===== src/core/bmcr_pkg.sv =====
package bmcr_pkg;
   // ----------------------------------------
   // Register offsets
   // ----------------------------------------
   localparam logic [7:0] A_BAL_CTRL = 8'h32;
   localparam logic [7:0] A_BAL_TMO  = 8'h33;
   localparam logic [7:0] A_CONVERSION_TRIGGER     = 8'h34;
   localparam logic [7:0] A_SHADOW_KEY     = 8'h3a;
   localparam logic [7:0] A_NODE     = 8'h3b;
   localparam logic [7:0] A_RSTKEY   = 8'h3c;
   localparam logic [7:0] A_DBGKEY   = 8'h3d;
   localparam logic [7:0] A_OTPKEY   = 8'h3f;
   localparam logic [7:0] A_PROT_LO  = 8'h40;
   localparam logic [7:0] A_PROT_HI  = 8'h4f;
   // ----------------------------------------
   // Key values
   // ----------------------------------------
   localparam logic [7:0] K_UNLOCK   = 8'h35;
   localparam logic [7:0] K_REFRESH  = 8'h27;
   localparam logic [7:0] K_RESET    = 8'ha5;
   localparam logic [7:0] K_DBG1     = 8'ha4;
   localparam logic [7:0] K_DBG2     = 8'h25;
   localparam logic [7:0] K_DBG_EXIT = 8'h00;
   localparam logic [7:0] K_OTP_OPEN = 8'h91;
   // ----------------------------------------
   // Fields and reset values
   // ----------------------------------------
   localparam int         BAL_W      = 6;
   localparam int         DUR_W      = 6;
   localparam int         ID_W       = 6;
   localparam int         UNIT_BIT   = 7;
   localparam int         ASG_BIT    = 7;
   localparam int         CONVERSION_TRIGGER_BIT   = 0;
   localparam logic [5:0] BCAST_ID   = 6'h3f;
   localparam logic [5:0] F6_RST     = 6'h00;
   localparam logic [7:0] B_RST      = 8'h00;
   // ----------------------------------------
   // Timing
   // ----------------------------------------
   localparam int         CLK_PERIOD_NS = 8;
   localparam int         TICK_S        = 1;
   localparam int         NS_PER_S      = 1000000000;
   localparam int         SEC_CYCLES    = TICK_S * (NS_PER_S / CLK_PERIOD_NS);
   localparam int         SECS_PER_MIN  = 60;
   localparam int         PRE_W         = 27;
   localparam int         MIN_W         = 6;

   typedef enum logic [1:0] {
      DBG_IDLE  = 2'b00,
      DBG_ARMED = 2'b01,
      DBG_ON    = 2'b11
   } bmcr_dbg_e;
endpackage


===== src/core/bmcr_tmr_if.sv =====
`timescale 1ns/10ps
`default_nettype none
interface bmcr_tmr_if;
   logic       run;
   logic       unit_min;
   logic [5:0] dur;
   logic       expire;

   modport ctl (output run, output unit_min, output dur, input expire);
   modport tmr (input run, input unit_min, input dur, output expire);
endinterface
`default_nettype wire


===== src/core/bmcr_bal_timer.sv =====
`timescale 1ns/10ps
`default_nettype none
module bmcr_bal_timer #(
   parameter int SEC_CYCLES = bmcr_pkg::SEC_CYCLES
) (
   input  wire logic clk,
   input  wire logic rst,
   bmcr_tmr_if.tmr   tif
);
   localparam logic [bmcr_pkg::PRE_W-1:0] PRE_LAST = bmcr_pkg::PRE_W'(SEC_CYCLES - 1);
   localparam logic [bmcr_pkg::MIN_W-1:0] MIN_LAST = bmcr_pkg::MIN_W'(bmcr_pkg::SECS_PER_MIN - 1);

   logic [bmcr_pkg::PRE_W-1:0] pre_ff;
   logic [bmcr_pkg::PRE_W-1:0] nxt_pre;
   logic [bmcr_pkg::MIN_W-1:0] min_ff;
   logic [bmcr_pkg::MIN_W-1:0] nxt_min;
   logic [5:0]                 cnt_ff;
   logic [5:0]                 nxt_cnt;
   logic                       exp_ff;
   logic                       nxt_exp;
   logic                       sec_tick;
   logic                       tick;

   // ----------------------------------------
   // Prescaler and duration count
   // ----------------------------------------
   always_comb begin
      nxt_pre  = pre_ff;
      nxt_min  = min_ff;
      nxt_cnt  = cnt_ff;
      nxt_exp  = 1'b0;
      sec_tick = (pre_ff == PRE_LAST);
      tick     = tif.unit_min ? (sec_tick && (min_ff == MIN_LAST)) : sec_tick;
      // Idle timer restarts from zero, so each burst gets its full span
      if (!tif.run) begin
         nxt_pre = '0;
         nxt_min = '0;
         nxt_cnt = '0;
      end else begin
         nxt_pre = sec_tick ? '0 : pre_ff + 1'b1;
         if (sec_tick) begin
            nxt_min = (min_ff == MIN_LAST) ? '0 : min_ff + 1'b1;
         end
         // Expiry in unit
         if (tick) begin
            if (({1'b0, cnt_ff} + 7'h01) >= {1'b0, tif.dur}) begin
               nxt_exp = 1'b1;
               nxt_cnt = '0;
            end else begin
               nxt_cnt = cnt_ff + 1'b1;
            end
         end
      end
   end

   always_ff @(posedge clk) begin
      if (rst) begin
         pre_ff <= '0;
         min_ff <= '0;
         cnt_ff <= 6'h00;
         exp_ff <= 1'b0;
      end else begin
         pre_ff <= nxt_pre;
         min_ff <= nxt_min;
         cnt_ff <= nxt_cnt;
         exp_ff <= nxt_exp;
      end
   end

   assign tif.expire = exp_ff;
endmodule
`default_nettype wire


===== src/core/bmcr_regs.sv =====
// Contract
// Each balance enable bit drives its balance output; reset low.
// Balance output active time is capped, zero seconds to 63 minutes.
// Zero programmed duration keeps every balance output inactive.
// Timeout bit 7 picks unit: 0 seconds, 1 minutes.
// Timeout bits 5..0 hold the duration in the chosen unit.
// Writing 1 to conversion bit 0 starts a conversion; 0 does nothing.
// Conversion trigger self-clears and always reads 0.
// Protected writes 0x40..0x4f need prior unlock key 0x35.
// Unlock reads 0x00, clears on any write, not on reads.
// Key 0x27 reloads protected registers from OTP; clears when done.
// Six-bit node id field, 0x00..0x3f, resets to 0x00.
// Node id 0x3f is broadcast to all assigned devices.
// Host sets bit 7 after id; mirrored as assigned status, resets 0.
// Writing 0xa5 to reset key resets device; other values ignored.
// Debug mode entered after 0xa4 then 0x25 on consecutive writes.
// Any other register write between key bytes cancels the sequence.
// Debug mode ends on power-on reset, device reset, or writing 0x00.
// In debug, clock and data pins output upstream clock and data.
// Host must never put the lowest stack device in debug.
// 0x91 opens the OTP write window; host writes only 0x00, 0x91.
// OTP window closes on next access and after protected write.
// Balance timer runs while active; expiry clears all enable bits; an A_BAL_CTRL write in the expiry cycle loads its data instead.
// Reserved bits ignore writes and read as zero.
`timescale 1ns/10ps
`default_nettype none
module bmcr_regs #(
   parameter int SEC_CYCLES = bmcr_pkg::SEC_CYCLES
) (
   input  wire logic       CORE_CLK,
   input  wire logic       SYS_RST,
   input  wire logic       REG_WR,
   input  wire logic       REG_RD,
   input  wire logic [7:0] REG_ADDR,
   input  wire logic [7:0] REG_WDATA,
   output logic      [7:0] REG_RDATA,
   input  wire logic [5:0] FRAME_ADDR,
   output logic            FRAME_HIT,
   output logic            FRAME_BCAST,
   output logic      [5:0] BAL_OUT,
   output logic            CONVERSION_TRIGGER_START,
   output logic            PROT_WR,
   output logic      [7:0] PROT_ADDR,
   output logic      [7:0] PROT_WDATA,
   output logic            REFRESH_REQ,
   input  wire logic       REFRESH_DONE,
   output logic            OTP_WIN,
   output logic            DEV_RESET,
   output logic      [5:0] NODE_ID,
   output logic            ID_ASSIGNED,
   output logic            DEBUG_MODE,
   input  wire logic       UP_SCLK_IN,
   input  wire logic       UP_SDI_IN,
   output logic            SCLK_O,
   output logic            SCLK_OE,
   output logic            SDI_O,
   output logic            SDI_OE
);
   // ----------------------------------------
   // Declarations
   // ----------------------------------------
   logic                 rst_i;
   logic                 soft_rst_ff;
   logic                 nxt_soft_rst;
   logic [5:0]           bal_en_ff,   nxt_bal_en;
   logic [5:0]           bal_out_ff,  nxt_bal_out;
   logic                 unit_ff,     nxt_unit;
   logic [5:0]           dur_ff,      nxt_dur;
   logic                 conversion_trigger_ff,     nxt_conversion_trigger;
   logic                 unlock_ff,   nxt_unlock;
   logic                 refresh_ff,  nxt_refresh;
   logic                 prot_wr_ff,  nxt_prot_wr;
   logic [7:0]           prot_a_ff,   nxt_prot_a;
   logic [7:0]           prot_d_ff,   nxt_prot_d;
   logic [5:0]           node_ff,     nxt_node;
   logic                 asg_ff,      nxt_asg;
   logic                 hit_ff,      nxt_hit;
   logic                 bcast_ff,    nxt_bcast;
   logic [7:0]           otp_ff,      nxt_otp;
   logic                 win_ff,      nxt_win;
   logic [7:0]           debug_key_byte_ff,     nxt_debug_key_byte;
   bmcr_pkg::bmcr_dbg_e  dbg_ff,      nxt_dbg;
   logic                 sclk_ff,     nxt_sclk;
   logic                 sdi_ff,      nxt_sdi;
   logic                 oe_ff,       nxt_oe;
   logic [7:0]           rdata_ff,    nxt_rdata;
   logic                 prot_range;

   bmcr_tmr_if tif ();

   function automatic logic wr_to(input logic wr, input logic [7:0] a, input logic [7:0] ra);
      return wr && (a == ra);
   endfunction

   // ----------------------------------------
   // Soft reset
   // ----------------------------------------
   // Reset key
   always_comb begin
      nxt_soft_rst = wr_to(REG_WR, REG_ADDR, bmcr_pkg::A_RSTKEY)
                     && (REG_WDATA == bmcr_pkg::K_RESET) && !soft_rst_ff;
   end

   always_ff @(posedge CORE_CLK) begin
      if (SYS_RST) begin
         soft_rst_ff <= 1'b0;
      end else begin
         soft_rst_ff <= nxt_soft_rst;
      end
   end

   // Whole block restarts one cycle after the key lands
   assign rst_i = SYS_RST | soft_rst_ff;

   // ----------------------------------------
   // Register next state
   // ----------------------------------------
   always_comb begin
      nxt_bal_en  = bal_en_ff;
      nxt_unit    = unit_ff;
      nxt_dur     = dur_ff;
      nxt_unlock  = unlock_ff;
      nxt_refresh = refresh_ff;
      nxt_node    = node_ff;
      nxt_asg     = asg_ff;
      nxt_otp     = otp_ff;
      nxt_debug_key_byte    = debug_key_byte_ff;
      nxt_dbg     = dbg_ff;
      nxt_rdata   = rdata_ff;
      prot_range  = (REG_ADDR >= bmcr_pkg::A_PROT_LO) && (REG_ADDR <= bmcr_pkg::A_PROT_HI);

      // Expiry clears enables
      if (tif.expire) begin
         nxt_bal_en = '0;
      end
      // Enable bits
      if (wr_to(REG_WR, REG_ADDR, bmcr_pkg::A_BAL_CTRL)) begin
         nxt_bal_en = REG_WDATA[bmcr_pkg::BAL_W-1:0];
      end
      // Unit and duration
      if (wr_to(REG_WR, REG_ADDR, bmcr_pkg::A_BAL_TMO)) begin
         nxt_unit = REG_WDATA[bmcr_pkg::UNIT_BIT];
         nxt_dur  = REG_WDATA[bmcr_pkg::DUR_W-1:0];
      end
      // Trigger as pulse
      nxt_conversion_trigger = wr_to(REG_WR, REG_ADDR, bmcr_pkg::A_CONVERSION_TRIGGER) && REG_WDATA[bmcr_pkg::CONVERSION_TRIGGER_BIT];

      // Gated protected write
      nxt_prot_wr = REG_WR && prot_range && unlock_ff;
      nxt_prot_a  = nxt_prot_wr ? REG_ADDR : prot_a_ff;
      nxt_prot_d  = nxt_prot_wr ? REG_WDATA : prot_d_ff;

      // Unlock dropped by writes
      if (REG_WR) begin
         nxt_unlock = 1'b0;
      end
      // Refresh held until done
      if (REFRESH_DONE) begin
         nxt_refresh = 1'b0;
      end
      if (wr_to(REG_WR, REG_ADDR, bmcr_pkg::A_SHADOW_KEY)) begin
         nxt_unlock = (REG_WDATA == bmcr_pkg::K_UNLOCK);
         if (REG_WDATA == bmcr_pkg::K_REFRESH) begin
            nxt_refresh = 1'b1;
         end
      end

      // Node id and assigned flag
      if (wr_to(REG_WR, REG_ADDR, bmcr_pkg::A_NODE)) begin
         nxt_node = REG_WDATA[bmcr_pkg::ID_W-1:0];
         nxt_asg  = REG_WDATA[bmcr_pkg::ASG_BIT];
      end
      // Broadcast match
      if (FRAME_ADDR == bmcr_pkg::BCAST_ID) begin
         nxt_hit   = asg_ff;
         nxt_bcast = asg_ff;
      end else begin
         nxt_hit   = (FRAME_ADDR == node_ff);
         nxt_bcast = 1'b0;
      end

      // Window closes on any access
      if (REG_WR || REG_RD) begin
         nxt_otp = bmcr_pkg::B_RST;
      end
      // Window key
      if (wr_to(REG_WR, REG_ADDR, bmcr_pkg::A_OTPKEY)) begin
         nxt_otp = REG_WDATA;
      end
      // Only the exact key opens; other values leave it shut
      nxt_win = (nxt_otp == bmcr_pkg::K_OTP_OPEN);

      if (wr_to(REG_WR, REG_ADDR, bmcr_pkg::A_DBGKEY)) begin
         nxt_debug_key_byte = REG_WDATA;
      end
      // Debug key sequence
      case (dbg_ff)
         bmcr_pkg::DBG_IDLE: begin
            if (wr_to(REG_WR, REG_ADDR, bmcr_pkg::A_DBGKEY) && REG_WDATA == bmcr_pkg::K_DBG1) begin
               nxt_dbg = bmcr_pkg::DBG_ARMED;
            end
         end
         bmcr_pkg::DBG_ARMED: begin
            if (wr_to(REG_WR, REG_ADDR, bmcr_pkg::A_DBGKEY)) begin
               if (REG_WDATA == bmcr_pkg::K_DBG2) begin
                  nxt_dbg = bmcr_pkg::DBG_ON;
               end else if (REG_WDATA != bmcr_pkg::K_DBG1) begin
                  nxt_dbg = bmcr_pkg::DBG_IDLE;
               end
            end else if (REG_WR) begin
               nxt_dbg = bmcr_pkg::DBG_IDLE;
            end
         end
         bmcr_pkg::DBG_ON: begin
            if (wr_to(REG_WR, REG_ADDR, bmcr_pkg::A_DBGKEY) && REG_WDATA == bmcr_pkg::K_DBG_EXIT) begin
               nxt_dbg = bmcr_pkg::DBG_IDLE;
            end
         end
         default: begin
            nxt_dbg = bmcr_pkg::DBG_IDLE;
         end
      endcase
      // Mirror upstream pins
      nxt_oe   = (dbg_ff == bmcr_pkg::DBG_ON);
      nxt_sclk = nxt_oe && UP_SCLK_IN;
      nxt_sdi  = nxt_oe && UP_SDI_IN;

      // Outputs gated by duration
      nxt_bal_out = (dur_ff != bmcr_pkg::F6_RST) ? bal_en_ff : '0;

      // Read mux, reserved bits zero
      if (REG_RD) begin
         case (REG_ADDR)
            bmcr_pkg::A_BAL_CTRL: nxt_rdata = {2'b00, bal_en_ff};
            bmcr_pkg::A_BAL_TMO:  nxt_rdata = {unit_ff, 1'b0, dur_ff};
            bmcr_pkg::A_NODE:     nxt_rdata = {asg_ff, 1'b0, node_ff};
            bmcr_pkg::A_DBGKEY:   nxt_rdata = debug_key_byte_ff;
            bmcr_pkg::A_OTPKEY:   nxt_rdata = otp_ff;
            default:              nxt_rdata = bmcr_pkg::B_RST;
         endcase
      end
   end

   // ----------------------------------------
   // Registers
   // ----------------------------------------
   always_ff @(posedge CORE_CLK) begin
      if (rst_i) begin
         bal_en_ff  <= 6'h00;
         bal_out_ff <= 6'h00;
         unit_ff    <= 1'b0;
         dur_ff     <= 6'h00;
         conversion_trigger_ff    <= 1'b0;
         unlock_ff  <= 1'b0;
         refresh_ff <= 1'b0;
         prot_wr_ff <= 1'b0;
         prot_a_ff  <= 8'h00;
         prot_d_ff  <= 8'h00;
         node_ff    <= 6'h00;
         asg_ff     <= 1'b0;
         hit_ff     <= 1'b0;
         bcast_ff   <= 1'b0;
         otp_ff     <= 8'h00;
         win_ff     <= 1'b0;
         debug_key_byte_ff    <= 8'h00;
         dbg_ff     <= bmcr_pkg::DBG_IDLE;
         sclk_ff    <= 1'b0;
         sdi_ff     <= 1'b0;
         oe_ff      <= 1'b0;
         rdata_ff   <= 8'h00;
      end else begin
         bal_en_ff  <= nxt_bal_en;
         bal_out_ff <= nxt_bal_out;
         unit_ff    <= nxt_unit;
         dur_ff     <= nxt_dur;
         conversion_trigger_ff    <= nxt_conversion_trigger;
         unlock_ff  <= nxt_unlock;
         refresh_ff <= nxt_refresh;
         prot_wr_ff <= nxt_prot_wr;
         prot_a_ff  <= nxt_prot_a;
         prot_d_ff  <= nxt_prot_d;
         node_ff    <= nxt_node;
         asg_ff     <= nxt_asg;
         hit_ff     <= nxt_hit;
         bcast_ff   <= nxt_bcast;
         otp_ff     <= nxt_otp;
         win_ff     <= nxt_win;
         debug_key_byte_ff    <= nxt_debug_key_byte;
         dbg_ff     <= nxt_dbg;
         sclk_ff    <= nxt_sclk;
         sdi_ff     <= nxt_sdi;
         oe_ff      <= nxt_oe;
         rdata_ff   <= nxt_rdata;
      end
   end

   // ----------------------------------------
   // Balance timer
   // ----------------------------------------
   // Timer runs on live outputs
   assign tif.run      = (bal_out_ff != 6'h00);
   assign tif.unit_min = unit_ff;
   assign tif.dur      = dur_ff;

   bmcr_bal_timer #(
      .SEC_CYCLES (SEC_CYCLES)
   ) u_timer (
      .clk (CORE_CLK),
      .rst (rst_i),
      .tif (tif)
   );

   // ----------------------------------------
   // Outputs
   // ----------------------------------------
   assign REG_RDATA   = rdata_ff;
   assign FRAME_HIT   = hit_ff;
   assign FRAME_BCAST = bcast_ff;
   assign BAL_OUT     = bal_out_ff;
   assign CONVERSION_TRIGGER_START  = conversion_trigger_ff;
   assign PROT_WR     = prot_wr_ff;
   assign PROT_ADDR   = prot_a_ff;
   assign PROT_WDATA  = prot_d_ff;
   assign REFRESH_REQ = refresh_ff;
   assign OTP_WIN     = win_ff;
   assign DEV_RESET   = soft_rst_ff;
   assign NODE_ID     = node_ff;
   assign ID_ASSIGNED = asg_ff;
   assign DEBUG_MODE  = oe_ff;
   assign SCLK_O      = sclk_ff;
   assign SCLK_OE     = oe_ff;
   assign SDI_O       = sdi_ff;
   assign SDI_OE      = oe_ff;
endmodule
`default_nettype wire


===== config.mk =====
export PLATFORM = sky130hd
export DESIGN_NAME = bmcr_regs
export DESIGN_NICKNAME = d
export VERILOG_FILES = /design/src/core/bmcr_pkg.sv /design/src/core/bmcr_tmr_if.sv /design/src/core/bmcr_bal_timer.sv /design/src/core/bmcr_regs.sv
export SDC_FILE = /design/constraint.sdc
export NUM_CORES = 1
export LEC_CHECK = 0
export ABC_CLOCK_PERIOD_IN_PS = 5900
export BUFFER_PORTS_ARGS = -buffer_cell sky130_fd_sc_hd__buf_4
export CAP_MARGIN = 20
export CORE_ASPECT_RATIO = 1.75
export CORE_MARGIN = 4
export CORE_UTILIZATION = 56
export CTS_CLUSTER_DIAMETER = 80
export DETAILED_ROUTE_END_ITERATION = 6
export PLACE_DENSITY = 0.77
export SYNTH_ARGS = -nofsm -noshare
export SYNTH_HDL_FRONTEND = slang
export SYNTH_SLANG_ARGS = --single-unit

===== constraint.sdc =====
create_clock -name CORE_CLK -period 5.9 [get_ports CORE_CLK]
set_input_delay 0.295 -clock CORE_CLK [delete_from_list [all_inputs] [get_ports CORE_CLK]]
set_output_delay 0.295 -clock CORE_CLK [all_outputs]
set_load 0.01 [all_outputs]

### Word level (Yosys, flattened, before mapping)

Cells that the tools add are included.

| storage, ports and cells | value |
|---|---|
| bits in registers | 119 |
| input bits | 29 |
| output and inout port bits | 49 |
| logic and storage cells | 119 |

| cells by class | value |
|---|---|
| add/subtract/negate cells | 4 |
| order comparisons | 3 |
| equal/unequal tests | 25 |
| mux-type cells | 22 |
| bitwise operators | 5 |
| reduce and logical (&&, ||, !) cells | 33 |

Operators by type and width:

| operator | number |
|---|---|
| $eq A8 B6 Y1 const B | 11 |
| $pmux W8 S5 | 1 |
| $add A27 B1 Y27 const B | 1 |
| $eq A27 B27 Y1 const B | 1 |
| $eq A8 B8 Y1 const B | 3 |
| $mux W6 | 4 |
| $logic_and A1 B1 Y1 | 19 |
| $mux W8 | 2 |
| $add A6 B1 Y6 const B | 2 |
| $eq A6 B6 Y1 const B | 2 |
| $mux W2 | 6 |
| $reduce_bool A6 Y1 | 2 |
| $ge A8 B7 Y1 const B | 1 |
| $le A8 B7 Y1 const B | 1 |
| $logic_not A8 Y1 | 1 |
| $mux W1 | 8 |
| $ne A8 B8 Y1 const B | 1 |
| $add A6 B1 Y7 const B | 1 |
| $ge A7 B6 Y1 | 1 |
| $eq A6 B6 Y1 | 1 |
| $pmux W2 S3 | 1 |
| $reduce_or A2 Y1 | 3 |
| $reduce_or A3 Y1 | 2 |
| $ne A4 B4 Y1 const B | 1 |
| other kinds (12) | 16 |

### Depth between registers and ports, before layout

Gate-level depths: netlist (run 1).

| depth | value |
|---|---|
| depth in word-level cells | 5 |
| gate-level depth with buffers | 10 |
| gate-level depth less buffers | 10 |

### Cells and area by module

From an unflattened synthesis (run 1), not the netlist that was laid out.

| second synthesis, totals | value |
|---|---|
| cells, all modules | 594 |
| area total of the unflattened synthesis | 5393.9 µm² |

Modules (own cells, without submodules):

| module | instances | cells an instance | area each (µm²) | seq. area each (µm²) |
|---|---|---|---|---|
| bmcr_regs | 1 | 364 | 3357.0 | 1581.5 |
| bmcr_bal_timer | 1 | 230 | 2037.0 | 800.8 |

### Least setup slack after synthesis (run 1)

Ideal clock, no wire load.

| timing | value |
|---|---|
| kind | register -> register |
| start point | reg u_timer.cnt_ff[0] |
| end point | reg u_timer.cnt_ff[3] |
| setup time | 0.072 ns |
| data arrival time | 2.235 ns |
| data required time | 5.828 ns |
| setup slack | 3.593 ns |
| cell stages (with the launch flop) | 10 |
| buffers on the path | 0 |
| clock period less this slack | 2.307 ns |
| cell sequence | dfxtp_1 ha_1 nand3_1 or2_2 nand2b_1 ha_1 and3_1 a211oi_1 o21ai_0 a21oi_1 |

| on the way | value |
|---|---|
| cells in the longest elaborated chain, start to end | 3 |
| elaborated cells between the ends (all ways) | 4 |
| those cells by class | add/sub (2); order compare (1); mux (1) |

Ends and longest elaborated chain:

| item | RTL line | text |
|---|---|---|
| start, declared | bmcr_bal_timer.sv:17 | `logic [5:0] cnt_ff;` |
| start signal, assigned | bmcr_bal_timer.sv:65 | `cnt_ff <= nxt_cnt;` |
| $add A6 B1 Y7 | bmcr_bal_timer.sv:46 | `if (({1'b0, cnt_ff} + 7'h01) >= {1'b0, tif.dur}) begin` |
| $ge A7 B6 Y1 | bmcr_bal_timer.sv:46 |  |
| $mux W6 (*) | bmcr_bal_timer.sv:46 |  |

Every way passes the cells marked *; elsewhere a longest branch is shown, timed or not.
A chain may end at the register's enable or synchronous reset.

### Worst setup path in the final report (run 1)

| timing | value |
|---|---|
| start point | reg u_timer.cnt_ff[0] |
| end point | reg u_timer.cnt_ff[4] |

The elaborated chain is that of the path after synthesis.

==> flow_summary.yaml, run 1 <==
clock_tree:
  cts_tree: "built"
  clk_latency_ns: 0.41
  cts_setup_buffers: 0
  ctsHoldBuffers: 0
  cts_resized: 0
  cts_max_level: 4
  clockBufferDepth: 2
  cts_made_buffers: 17
  cts.root.buffer_cell: "clkbuf_16"
  clkTransAtPathRegs_ns: 0.05
  cts_sinks: 119
power_and_ir_drop:
  power_mw: 1.82
  p_per_area_nw_per_um2: 284
  seq_power_share_pct: 44.4
  switchingPower_mw: 0.405
  p_int_mw: 1.41
  peakVddDrop_mv: 0.245
  power_frac_comb_pct: 3.5
  leakage_nw: 2.54
  p_sw_share_pct: 22.3
  pwr-share-clk_pct: 52.1
timing:
  drv_slew: 0
  rsz0062_at_grt: "no"
  final.setup_skew_ns: 0.00793
  holdWs_ns: 0.0895
  fin_crit_sh_pct: 47.9
  slew_headroom_pct: 33.7
  worstMarginPinSlew_ns: 0.992
  post-route-min-period_ns: 2.82
  tns_ns: 0
  setup_viol: 0
  hold_viol: 0
  fmax_ghz: 0.354
setup_path:
  reg2reg_from: "u_timer.cnt_ff[0]"
  cp-end-kind: "flip-flop"
  r2r_slack_ns: 3.08
  r2r_cells: 9
  crit_path_max_fanout: 7
  crit_path_start_kind: "flip-flop"
  critPathRequiredTime_ns: 6.24
  r2r_end: "u_timer.cnt_ff[4]"
  arrival_ns: 3.17
  critical_path_class: "reg -> reg"
global_routing:
  grt_usage_pct: 25.7
  grt_pass1_vias: 4559
  grt_max_degree: 58
  grt_overflow_total: 0
  grt_pass1_wl_mm: 21.8
  antenna_found_initial: 0
hold_path:
  worstHoldStart: "UP_SDI_IN"
  worst_hold_path_type: "in -> reg"
  hold_end: "SDI_O"
  min_delay_path_depth: 2
synthesis:
  synth_ff_type: "dfxtp_1"
  syn_inst: 597
  syn_nets: 635
  synth-edff-count: 0
  ys_types: 54
  avgSynthCellArea_um2: 8.73
  ys_seq_elements: 119
  synth_warnings: 0
  synthArstFlopShare_pct: 0
  synth_area_um2: 5210
  ys_seq_area_share_pct: 45.7
detailed_routing:
  route.detailed.drc: 0
  avgViaCountPerCell: 5.77
  vias: 4612
  first_iter_violations: 302
  routedWlPerCell_um: 16.8
  first_pass_iters: 5
  drtAntennaViolNets: 0
  wl_mm: 13.5
cells_and_area:
  n_antenna_cell: 0
  fin_util_pct: 70.3
  nets: 705
  syn2layout_area_growth_pct: 22.7
  drive_above_1_share_pct: 18.7
run:
  maxCapViolations: 0
die:
  core_area_um2: 9090
  ios: 78
  fp-row-count: 46
  start_util_pct: 57.3
  dieWidth_um: 80.9
  die_y_um: 136
  die_area_um2: 11000
placed_design:
  portBuffers: 77
  gp_congestion: 0.873
  place.detailed.hpwl_mm: 9.64
outcome:
  status: "finished clean"
## per-stage QoR
| stage | setup slack, ns | std cells | area, µm² |
|---|---|---|---|
| 6_report | 3.08 | 800 | 6400 |
| 5_1_grt | 2.90 | 800 | 6400 |
| 4_1_cts | 3.10 | 800 | 6400 |
| 3_5_place_dp | 3.15 | 768 | 5850 |
| 3_3_place_gp | 3.25 | 767 | 5840 |
| 2_1_floorplan | 3.59 | 597 | 5210 |
## worst max path at each step
| stage | from | end | slack (ns) | cells after the start |
|---|---|---|---|---|
| 5_1_grt | u_timer.cnt_ff[0] | u_timer.cnt_ff[3] | 2.90 | 10 |
| 4_1_cts | u_timer.cnt_ff[0] | u_timer.cnt_ff[4] | 3.10 | 9 |
| 3_3_place_gp | REG_ADDR[7] | dbg_ff[0] | 3.25 | 6 |
| 3_5_place_dp | REG_ADDR[7] | dbg_ff[0] | 3.15 | 6 |
| 6_report | u_timer.cnt_ff[0] | u_timer.cnt_ff[4] | 3.08 | 9 |
| 2_1_floorplan | u_timer.cnt_ff[0] | u_timer.cnt_ff[3] | 3.59 | 9 |
## cells by family (layout without fill, tap and decap cells)
kind of cell,count (synthesis),count (layout),share of synthesized area [%]
compound gates,88,88,10.5
xor+xnor,36,36,6.05
fa+ha+maj,9,9,2.16
buf+inv,46,129,3.70
flops,119,119,45.7
mux,28,28,5.42
simple gates,271,271,26.5
## cells in the mapped netlist, types with 2 or more instances
cell | number | area share [%]
dfxtp_1 | 119 | 46
nor2_1 | 82 | 5.9
nand2_1 | 60 | 4.3
a21oi_1 | 40 | 3.8
nand3_1 | 28 | 2.7
mux2i_1 | 26 | 5.0
clkbuf_1 | 24 | 1.7
xor2_1 | 21 | 3.5
o21ai_0 | 15 | 1.4
xnor2_1 | 15 | 2.5
inv_1 | 14 | 1.0
and3_1 | 12 | 1.4
nand3b_1 | 12 | 1.7
nand4_1 | 11 | 1.3
and2_1 | 10 | 1.2
nor3_1 | 10 | 0.96
nor4_1 | 10 | 1.2
ha_1 | 9 | 2.2
a22oi_1 | 8 | 1.2
a31oi_1 | 8 | 0.96
a32oi_1 | 5 | 0.84
or2_2 | 5 | 0.60
or3_1 | 5 | 0.60
buf_2 | 4 | 0.38
nand2b_1 | 4 | 0.48
nor4b_1 | 3 | 0.50
nor4bb_1 | 3 | 0.58
or4_1 | 3 | 0.43
buf_4 | 2 | 0.29
mux2_2 | 2 | 0.43
nand4b_1 | 2 | 0.34
nand4bb_1 | 2 | 0.43
nor2b_1 | 2 | 0.24
## power groups by stage
stage          Clock [mW]  Sequential (mW)  Combinational (mW)
2_1_floorplan           0            0.826              0.0273
3_3_place_gp            0            0.825              0.0610
3_5_place_dp            0            0.825              0.0619
4_1_cts             0.959            0.808              0.0624
5_1_grt             0.999            0.807              0.0671
6_report            0.948            0.808              0.0632
## critical path, cell delays in order, from the launching register on
cell	delay (ns)
dfxtp_1	0.39
ha_1	0.25
nand3_1	0.13
and2_1	0.19
nand2b_1	0.14
ha_1	0.30
and3_1	0.21
a211oi_1	0.73
o21ai_0	0.23
a21oi_1	0.18
## area by class of cell
class	count	area [µm²]
Fill cell	759	2700
Multi-Input combinational cell	432	2640
Clock buffer	19	443
Sequential cell	119	2380
Inverter	15	56.3
Timing Repair Buffer	82	613
Clock inverter	13	108
Tap cell	120	150
## metal layers
layer	global-route usage, %	up-vias	part of all wire, %
met4	11.6	0	3.1
met5	0	-	0
met3	6.86	41	5.0
met1	27.5	2195	38
met2	46.1	141	54
li1	-	2235	-
## placed cells by master, fill, tap and decap left out, drive strengths merged, types with 10 or more instances in the layout
cell type,instances
clkbuf,19
buf,82
nor3,11
mux2i,26
a21oi,40
and3,12
nor4,12
nand3b,12
and2,10
nand3,29
xnor2,15
nand4,11
xor2,21
inv,14
o21ai,16
nand2,60
nor2,82
dfxtp,119
## flip-flops by register name, indices dropped and copies added, names as in the netlist, 2 cells and up
name               count
BAL_OUT                6
NODE_ID                6
PROT_ADDR              8
PROT_WDATA             8
REG_RDATA              8
bal_en_ff              6
dbg_ff                 2
debug_key_byte_ff      8
dur_ff                 6
otp_ff                 8
u_timer.cnt_ff         6
u_timer.min_ff         6
u_timer.pre_ff        27
Power figures use the tool's default switching activity.
==> run 2: changes to the inputs <==
--- a/config.mk
+++ b/config.mk
@@ -5,7 +5,8 @@
 export SDC_FILE = /design/constraint.sdc
 export NUM_CORES = 1
 export LEC_CHECK = 0
-export ABC_CLOCK_PERIOD_IN_PS = 5900
+export ABC_AREA = 1
+export ABC_CLOCK_PERIOD_IN_PS = 2750
 export BUFFER_PORTS_ARGS = -buffer_cell sky130_fd_sc_hd__buf_4
 export CAP_MARGIN = 20
 export CORE_ASPECT_RATIO = 1.75
@@ -13,7 +14,7 @@
 export CORE_UTILIZATION = 56
 export CTS_CLUSTER_DIAMETER = 80
 export DETAILED_ROUTE_END_ITERATION = 6
-export PLACE_DENSITY = 0.77
+export PLACE_DENSITY = 0.76
 export SYNTH_ARGS = -nofsm -noshare
 export SYNTH_HDL_FRONTEND = slang
 export SYNTH_SLANG_ARGS = --single-unit
==> constraint.sdc (replaced) <==
create_clock -name CORE_CLK -period 2.75 [get_ports CORE_CLK]
set_input_delay 0.1375 -clock CORE_CLK [delete_from_list [all_inputs] [get_ports CORE_CLK]]
set_output_delay 0.1375 -clock CORE_CLK [all_outputs]
set_load 0.01 [all_outputs]
==> run 2 against run 1 <==
Core utilization shrank 1.1 points. Register-to-register slack lost 2.5 ns. Cell area grew 11%.
==> flow_summary.yaml, run 2 <==
outcome:
  status: "finished clean"
die:
  dieWidth_um: 85.1
  core_area_um2: 10200
  start_util_pct: 56.8
  die_y_um: 143
  die_area_um2: 12200
  ios: 78
  fp-row-count: 49
timing:
  rsz0062_at_grt: "no"
  setup_viol: 0
  worstMarginPinSlew_ns: 0.874
  tns_ns: 0
  hold_viol: 0
  drv_slew: 0
  slew_headroom_pct: 41.6
  fin_ws_ns: 0.621
  fin_crit_sh_pct: 77.4
  fmax_ghz: 0.470
  final.setup_skew_ns: 0.00874
  post-route-min-period_ns: 2.13
detailed_routing:
  first_iter_violations: 323
  vias: 5859
  first_pass_iters: 5
  routedWlPerCell_um: 15.9
  avgViaCountPerCell: 5.46
  wl_mm: 17.1
  drtAntennaViolNets: 0
  route.detailed.drc: 0
synthesis:
  avgSynthCellArea_um2: 6.83
  synth-simple-area-share_pct: 30.5
  yosysTopAreaCell: "dfxtp_1"
  synth_ff_type: "dfxtp_1"
  synth_top_area_share_pct: 40.9
  syn_nets: 890
  synth_fa_ha_area_share_pct: 1.93
  ys_seq_elements: 119
  syn_inst: 852
  ys_seq_area_share_pct: 40.9
  ys_types: 38
  synthArstFlopShare_pct: 0
  synth-edff-count: 0
  synth_mux_area_share_pct: 0
  synth-xor-area-share_pct: 3.01
  synth_common_cells: "144 x nand2_1, 130 x inv_1, 126 x nor2_1"
  synth_compound_area_share_pct: 13.2
  synth_warnings: 0
  yosysMostFrequentCell: "nand2_1"
  synth_top_family_by_area: "simple AND/OR/NAND/NOR gates"
  synth_area_leaders: "dfxtp_1 41%, nand2_1 9.3%, inv_1 8.4%"
  synth_area_um2: 5820
cells_and_area:
  n_antenna_cell: 0
  drive_above_1_share_pct: 14.8
  layout_commonest_cell: "nand2_1"
  largest_reg_flops: 27
  syn2layout_area_growth_pct: 21.8
  nets: 972
  largest_register: "u_timer.pre_ff"
  mostFrequentLayoutCells: "144 x nand2_1, 130 x inv_1, 126 x nor2_1"
clock_tree:
  cts_tree: "built"
  cts_max_level: 4
  clockBufferDepth: 2
  clk_latency_ns: 0.42
  cts_resized: 0
  cts_made_buffers: 17
  cts.root.buffer_cell: "clkbuf_16"
  clkTransAtPathRegs_ns: 0.06
  cts_sinks: 119
power_and_ir_drop:
  leakage_nw: 2.84
  p_per_area_nw_per_um2: 567
  peakVddDrop_mv: 0.471
placed_design:
  gp_congestion: 0.951
  portBuffers: 77
  place.detailed.hpwl_mm: 13.2
  dp_slack_ns: 0.684
global_routing:
  grt_max_degree: 48
  grt_usage_pct: 28.7
  grt_pass1_vias: 5844
  antenna_found_initial: 0
  grt_pass1_wl_mm: 27.2
  grt_overflow_total: 0
run:
  maxCapViolations: 0
setup_path:
  critical_path_class: "reg -> reg"
  crit_path_start_kind: "flip-flop"
  reg2reg_from: "u_timer.pre_ff[0]"
  crit_path_max_fanout: 19
  crit_start: "u_timer.pre_ff[0]"
  critPathRequiredTime_ns: 3.05
  cp-end-kind: "flip-flop"
  arrival_ns: 2.43
hold_path:
  worst_hold_path_type: "in -> reg"
  worstHoldStart: "REG_WDATA[2]"
-- run 2: kinds of logic (layout without fill, tap and decap cells) --
kind of cell,count (synthesis),after routing
simple gates,401,401
xor+xnor,20,20
fa+ha+maj,9,9
flops,119,119
buf+inv,155,250
compound gates,148,148
-- run 2: cell type report --
class / count / area [µm²]
inverters: 134 / 503
flip-flops and latches: 119 / 2380
clock buffers: 19 / 453
repair buffers: 84 / 641
fillers: 892 / 3150
multi-input cells: 578 / 2830
clock inverters: 13 / 125
well taps: 127 / 159
-- run 2: path summary, 6_finish.rpt --
| check | to | slack (ns) | cells past startpoint |
|---|---|---|---|
| worst max register to register | u_timer.pre_ff[10] | 0.62 | 10 |
| worst min register to register | PROT_ADDR[3] | 0.45 | 2 |
| worst max-delay path | u_timer.pre_ff[10] | 0.62 | 10 |
| worst min-delay path | bal_en_ff[2] | 0.03 | 3 |
-- run 2: repair_timing --
item | in CTS | in global routing
hold endpoints to repair | 4 | 0
hold buffers | 4 | 0
buffers inserted | 0 | 0
-- run 2: critical path: stages (launching register included) --
cell,delay [ns]
dfxtp_1,0.41
ha_1,0.27
nand2_1,0.14
nor2_2,0.14
nand3_1,0.08
nor2_1,0.17
nand2_2,0.16
nand2_2,0.38
inv_2,0.11
o21ai_0,0.10
a21oi_1,0.05
-- run 2: routing by layer --
| metal | vias up | routed length [µm] | share of wire [%] | GRT usage (%) |
|---|---|---|---|---|
| met5 | - | 0 | 0 | 0 |
| met3 | 81 | 859 | 5.0 | 5.83 |
| met1 | 2655 | 5660 | 33 | 26.2 |
| met2 | 235 | 9470 | 55 | 54.7 |
| li1 | 2888 | - | - | - |
| met4 | 0 | 1090 | 6.4 | 20.3 |
-- run 2: power breakdown --
| part | total, mW | leakage, nW | internal [mW] | switching, mW |
|---|---|---|---|---|
| Sequential | 1.73 | 0.959 | 1.73 | 0.00385 |
| Clock | 2.13 | 0.268 | 1.30 | 0.835 |
| Combinational | 0.157 | 1.61 | 0.0579 | 0.0994 |
| Total | 4.02 | 2.84 | 3.08 | 0.939 |
-- run 2: metrics by stage --
step	instances	hold WS [ns]	total power, mW	cell area, µm²	utilization (%)
after floorplan	852	0.216	1.84	5820	-
after global placement	1038	0.366	1.92	6470	63.2
after detailed placement	1038	0.366	1.92	6470	63.2
after CTS	1074	0.0206	4.05	7090	69.3
after global routing	1074	0.0275	4.14	7090	69.3
final	1074	0.0302	4.02	7090	69.3
==> run 3: changes to the inputs <==
--- a/config.mk
+++ b/config.mk
@@ -6,7 +6,7 @@
 export NUM_CORES = 1
 export LEC_CHECK = 0
 export ABC_AREA = 1
-export ABC_CLOCK_PERIOD_IN_PS = 2750
+export ABC_CLOCK_PERIOD_IN_PS = 2100
 export BUFFER_PORTS_ARGS = -buffer_cell sky130_fd_sc_hd__buf_4
 export CAP_MARGIN = 20
 export CORE_ASPECT_RATIO = 1.75
==> constraint.sdc (replaced) <==
create_clock -name CORE_CLK -period 2.1 [get_ports CORE_CLK]
set_input_delay 0.105 -clock CORE_CLK [delete_from_list [all_inputs] [get_ports CORE_CLK]]
set_output_delay 0.105 -clock CORE_CLK [all_outputs]
set_load 0.01 [all_outputs]
==> run 3 against run 2 <==
Combinational power is 36% higher. Clock skew is 0.0018 ns higher. Global-route usage hardly changed. Critical endpoint is now CONVERSION_TRIGGER_START. Largest power group unchanged.
==> flow_summary.yaml, run 3 (synthesis results as in run 2) <==
cells_and_area:
  fin_util_pct: 70.7
  n_antenna_cell: 0
  drive_above_1_share_pct: 16.5
  stdcell_count: 1088
  syn2layout_area_growth_pct: 24.4
  layout_commonest_cell: "nand2_1"
  nets: 986
  mostFrequentLayoutCells: "144 x nand2_1, 129 x inv_1, 124 x nor2_1"
  largest_reg_flops: 27
  largest_register: "u_timer.pre_ff"
clock_tree:
  cts_max_level: 4
  cts_setup_buffers: 0
  clockBufferDepth: 2
  cts_made_buffers: 17
  clkTransAtPathRegs_ns: 0.06
  cts.root.buffer_cell: "clkbuf_16"
  cts_sinks: 119
  clk_latency_ns: 0.42
  cts_tree: "built"
setup_path:
  r2r_cells: 6
  reg2reg_from: "DEV_RESET"
  r2r_slack_ns: 0.21
  cp-end-kind: "flip-flop"
  crit_path_max_fanout: 47
  r2r_end: "CONVERSION_TRIGGER_START"
  crit_path_start_kind: "flip-flop"
  critical_path_class: "reg -> reg"
  arrival_ns: 2.25
  critPathRequiredTime_ns: 2.46
detailed_routing:
  routedWlPerCell_um: 15.6
  vias: 5913
  first_pass_iters: 5
  first_iter_violations: 318
  wl_mm: 17.0
  drtAntennaViolNets: 0
  avgViaCountPerCell: 5.43
  route.detailed.drc: 0
outcome:
  status: "finished clean"
placed_design:
  gp_congestion: 1.00
  placed_cells: 1048
  place.detailed.hpwl_mm: 12.8
  portBuffers: 77
hold_path:
  hold_end: "bal_en_ff[2]"
  worstHoldStart: "REG_WDATA[2]"
  worst_hold_path_type: "in -> reg"
  min_delay_path_depth: 3
timing:
  hold_viol: 0
  final.setup_skew_ns: 0.0105
  fin_crit_sh_pct: 90.1
  fmax_ghz: 0.528
  worstMarginPinSlew_ns: 0.786
  slew_headroom_pct: 47.1
  drv_slew: 0
  tns_ns: 0
  setup_viol: 0
  post-route-min-period_ns: 1.89
global_routing:
  grt_usage_pct: 28.7
  antenna_found_initial: 0
  grt_overflow_total: 0
  grt_pass1_wl_mm: 27.3
  grt_max_degree: 48
  grt_pass1_vias: 5715
die:
  die_area_um2: 12200
  core_area_um2: 10200
  start_util_pct: 56.8
  ios: 78
  dieWidth_um: 85.1
  die_y_um: 143
  fp-row-count: 49
power_and_ir_drop:
  power_mw: 5.31
  leakage_nw: 2.91
  peakVddDrop_mv: 0.624
  p_per_area_nw_per_um2: 734
run:
  maxCapViolations: 0
-- run 3: cell types whose count changed in the layout (fill, tap and decap cells not counted), sizes merged --
cell	change
dlygate4sd3	+4
bufinv	+1
buf	+10
clkbuf	+1
clkinvlp	-2
clkinv	+1
inv	-1
-- run 3: timing repair --
| item | CTS | global route |
|---|---|---|
| setup endpoints to repair | 0 | 7 |
| hold buffers | 8 | 0 |
| hold endpoints to repair | 7 | 0 |
| gates resized for setup | 0 | 14 |
-- run 3: area by class of cell --
cell class                      count  area, µm²
Clock inverter                     12        129
Inverter                          134        503
Timing Repair Buffer               98        759
Clock buffer                       20        447
Multi-Input combinational cell    578       2850
Tap cell                          127        159
Fill cell                         875       3000
Sequential cell                   119       2390
-- run 3: power breakdown --
part	internal [mW]	switching, mW
logic	0.0801	0.133
registers	2.26	0.00435
clock network	1.77	1.06
total	4.11	1.20
-- run 3: worst max-delay path, stage by stage (launching register included) --
cell	delay [ns]
dfxtp_1	0.32
or2_1	0.23
inv_1	0.09
buf_6	0.28
nand4_1	0.16
nor3_1	0.16
dlygate4sd3_1	0.57
-- run 3: how the worst max path moves through the flow --
stage / endpoint / slack (ns) / start
3_3_place_gp: u_timer.cnt_ff[4] / 0.18 / u_timer.cnt_ff[0]
6_report: CONVERSION_TRIGGER_START / 0.21 / DEV_RESET
3_5_place_dp: u_timer.cnt_ff[5] / 0.08 / u_timer.cnt_ff[0]
2_1_floorplan: u_timer.cnt_ff[1] / 0.26 / u_timer.cnt_ff[0]
4_1_cts: u_timer.cnt_ff[5] / 0.05 / u_timer.cnt_ff[0]
5_1_grt: u_timer.cnt_ff[3] / -0.02 / u_timer.cnt_ff[0]
-- run 3: per-layer routing --
metal / vias up / track usage [%] / part of all wire (%)
met4: 0 / 17.5 / 5.5
li1: 2922 / - / -
met5: - / 0 / 0
met3: 76 / 6.76 / 4.8
met1: 2706 / 27.2 / 35
met2: 209 / 54.2 / 55
-- run 3: through the flow --
step                      worst slack [ns]  instance area (µm²)  hold WS, ns
after CTS                           0.0517                 7200      0.00409
after floorplan                      0.262                 5820        0.184
after global placement               0.178                 6550        0.335
final                                0.207                 7240       0.0144
after detailed placement            0.0845                 6550        0.346
after global routing               -0.0181                 7240      0.00871
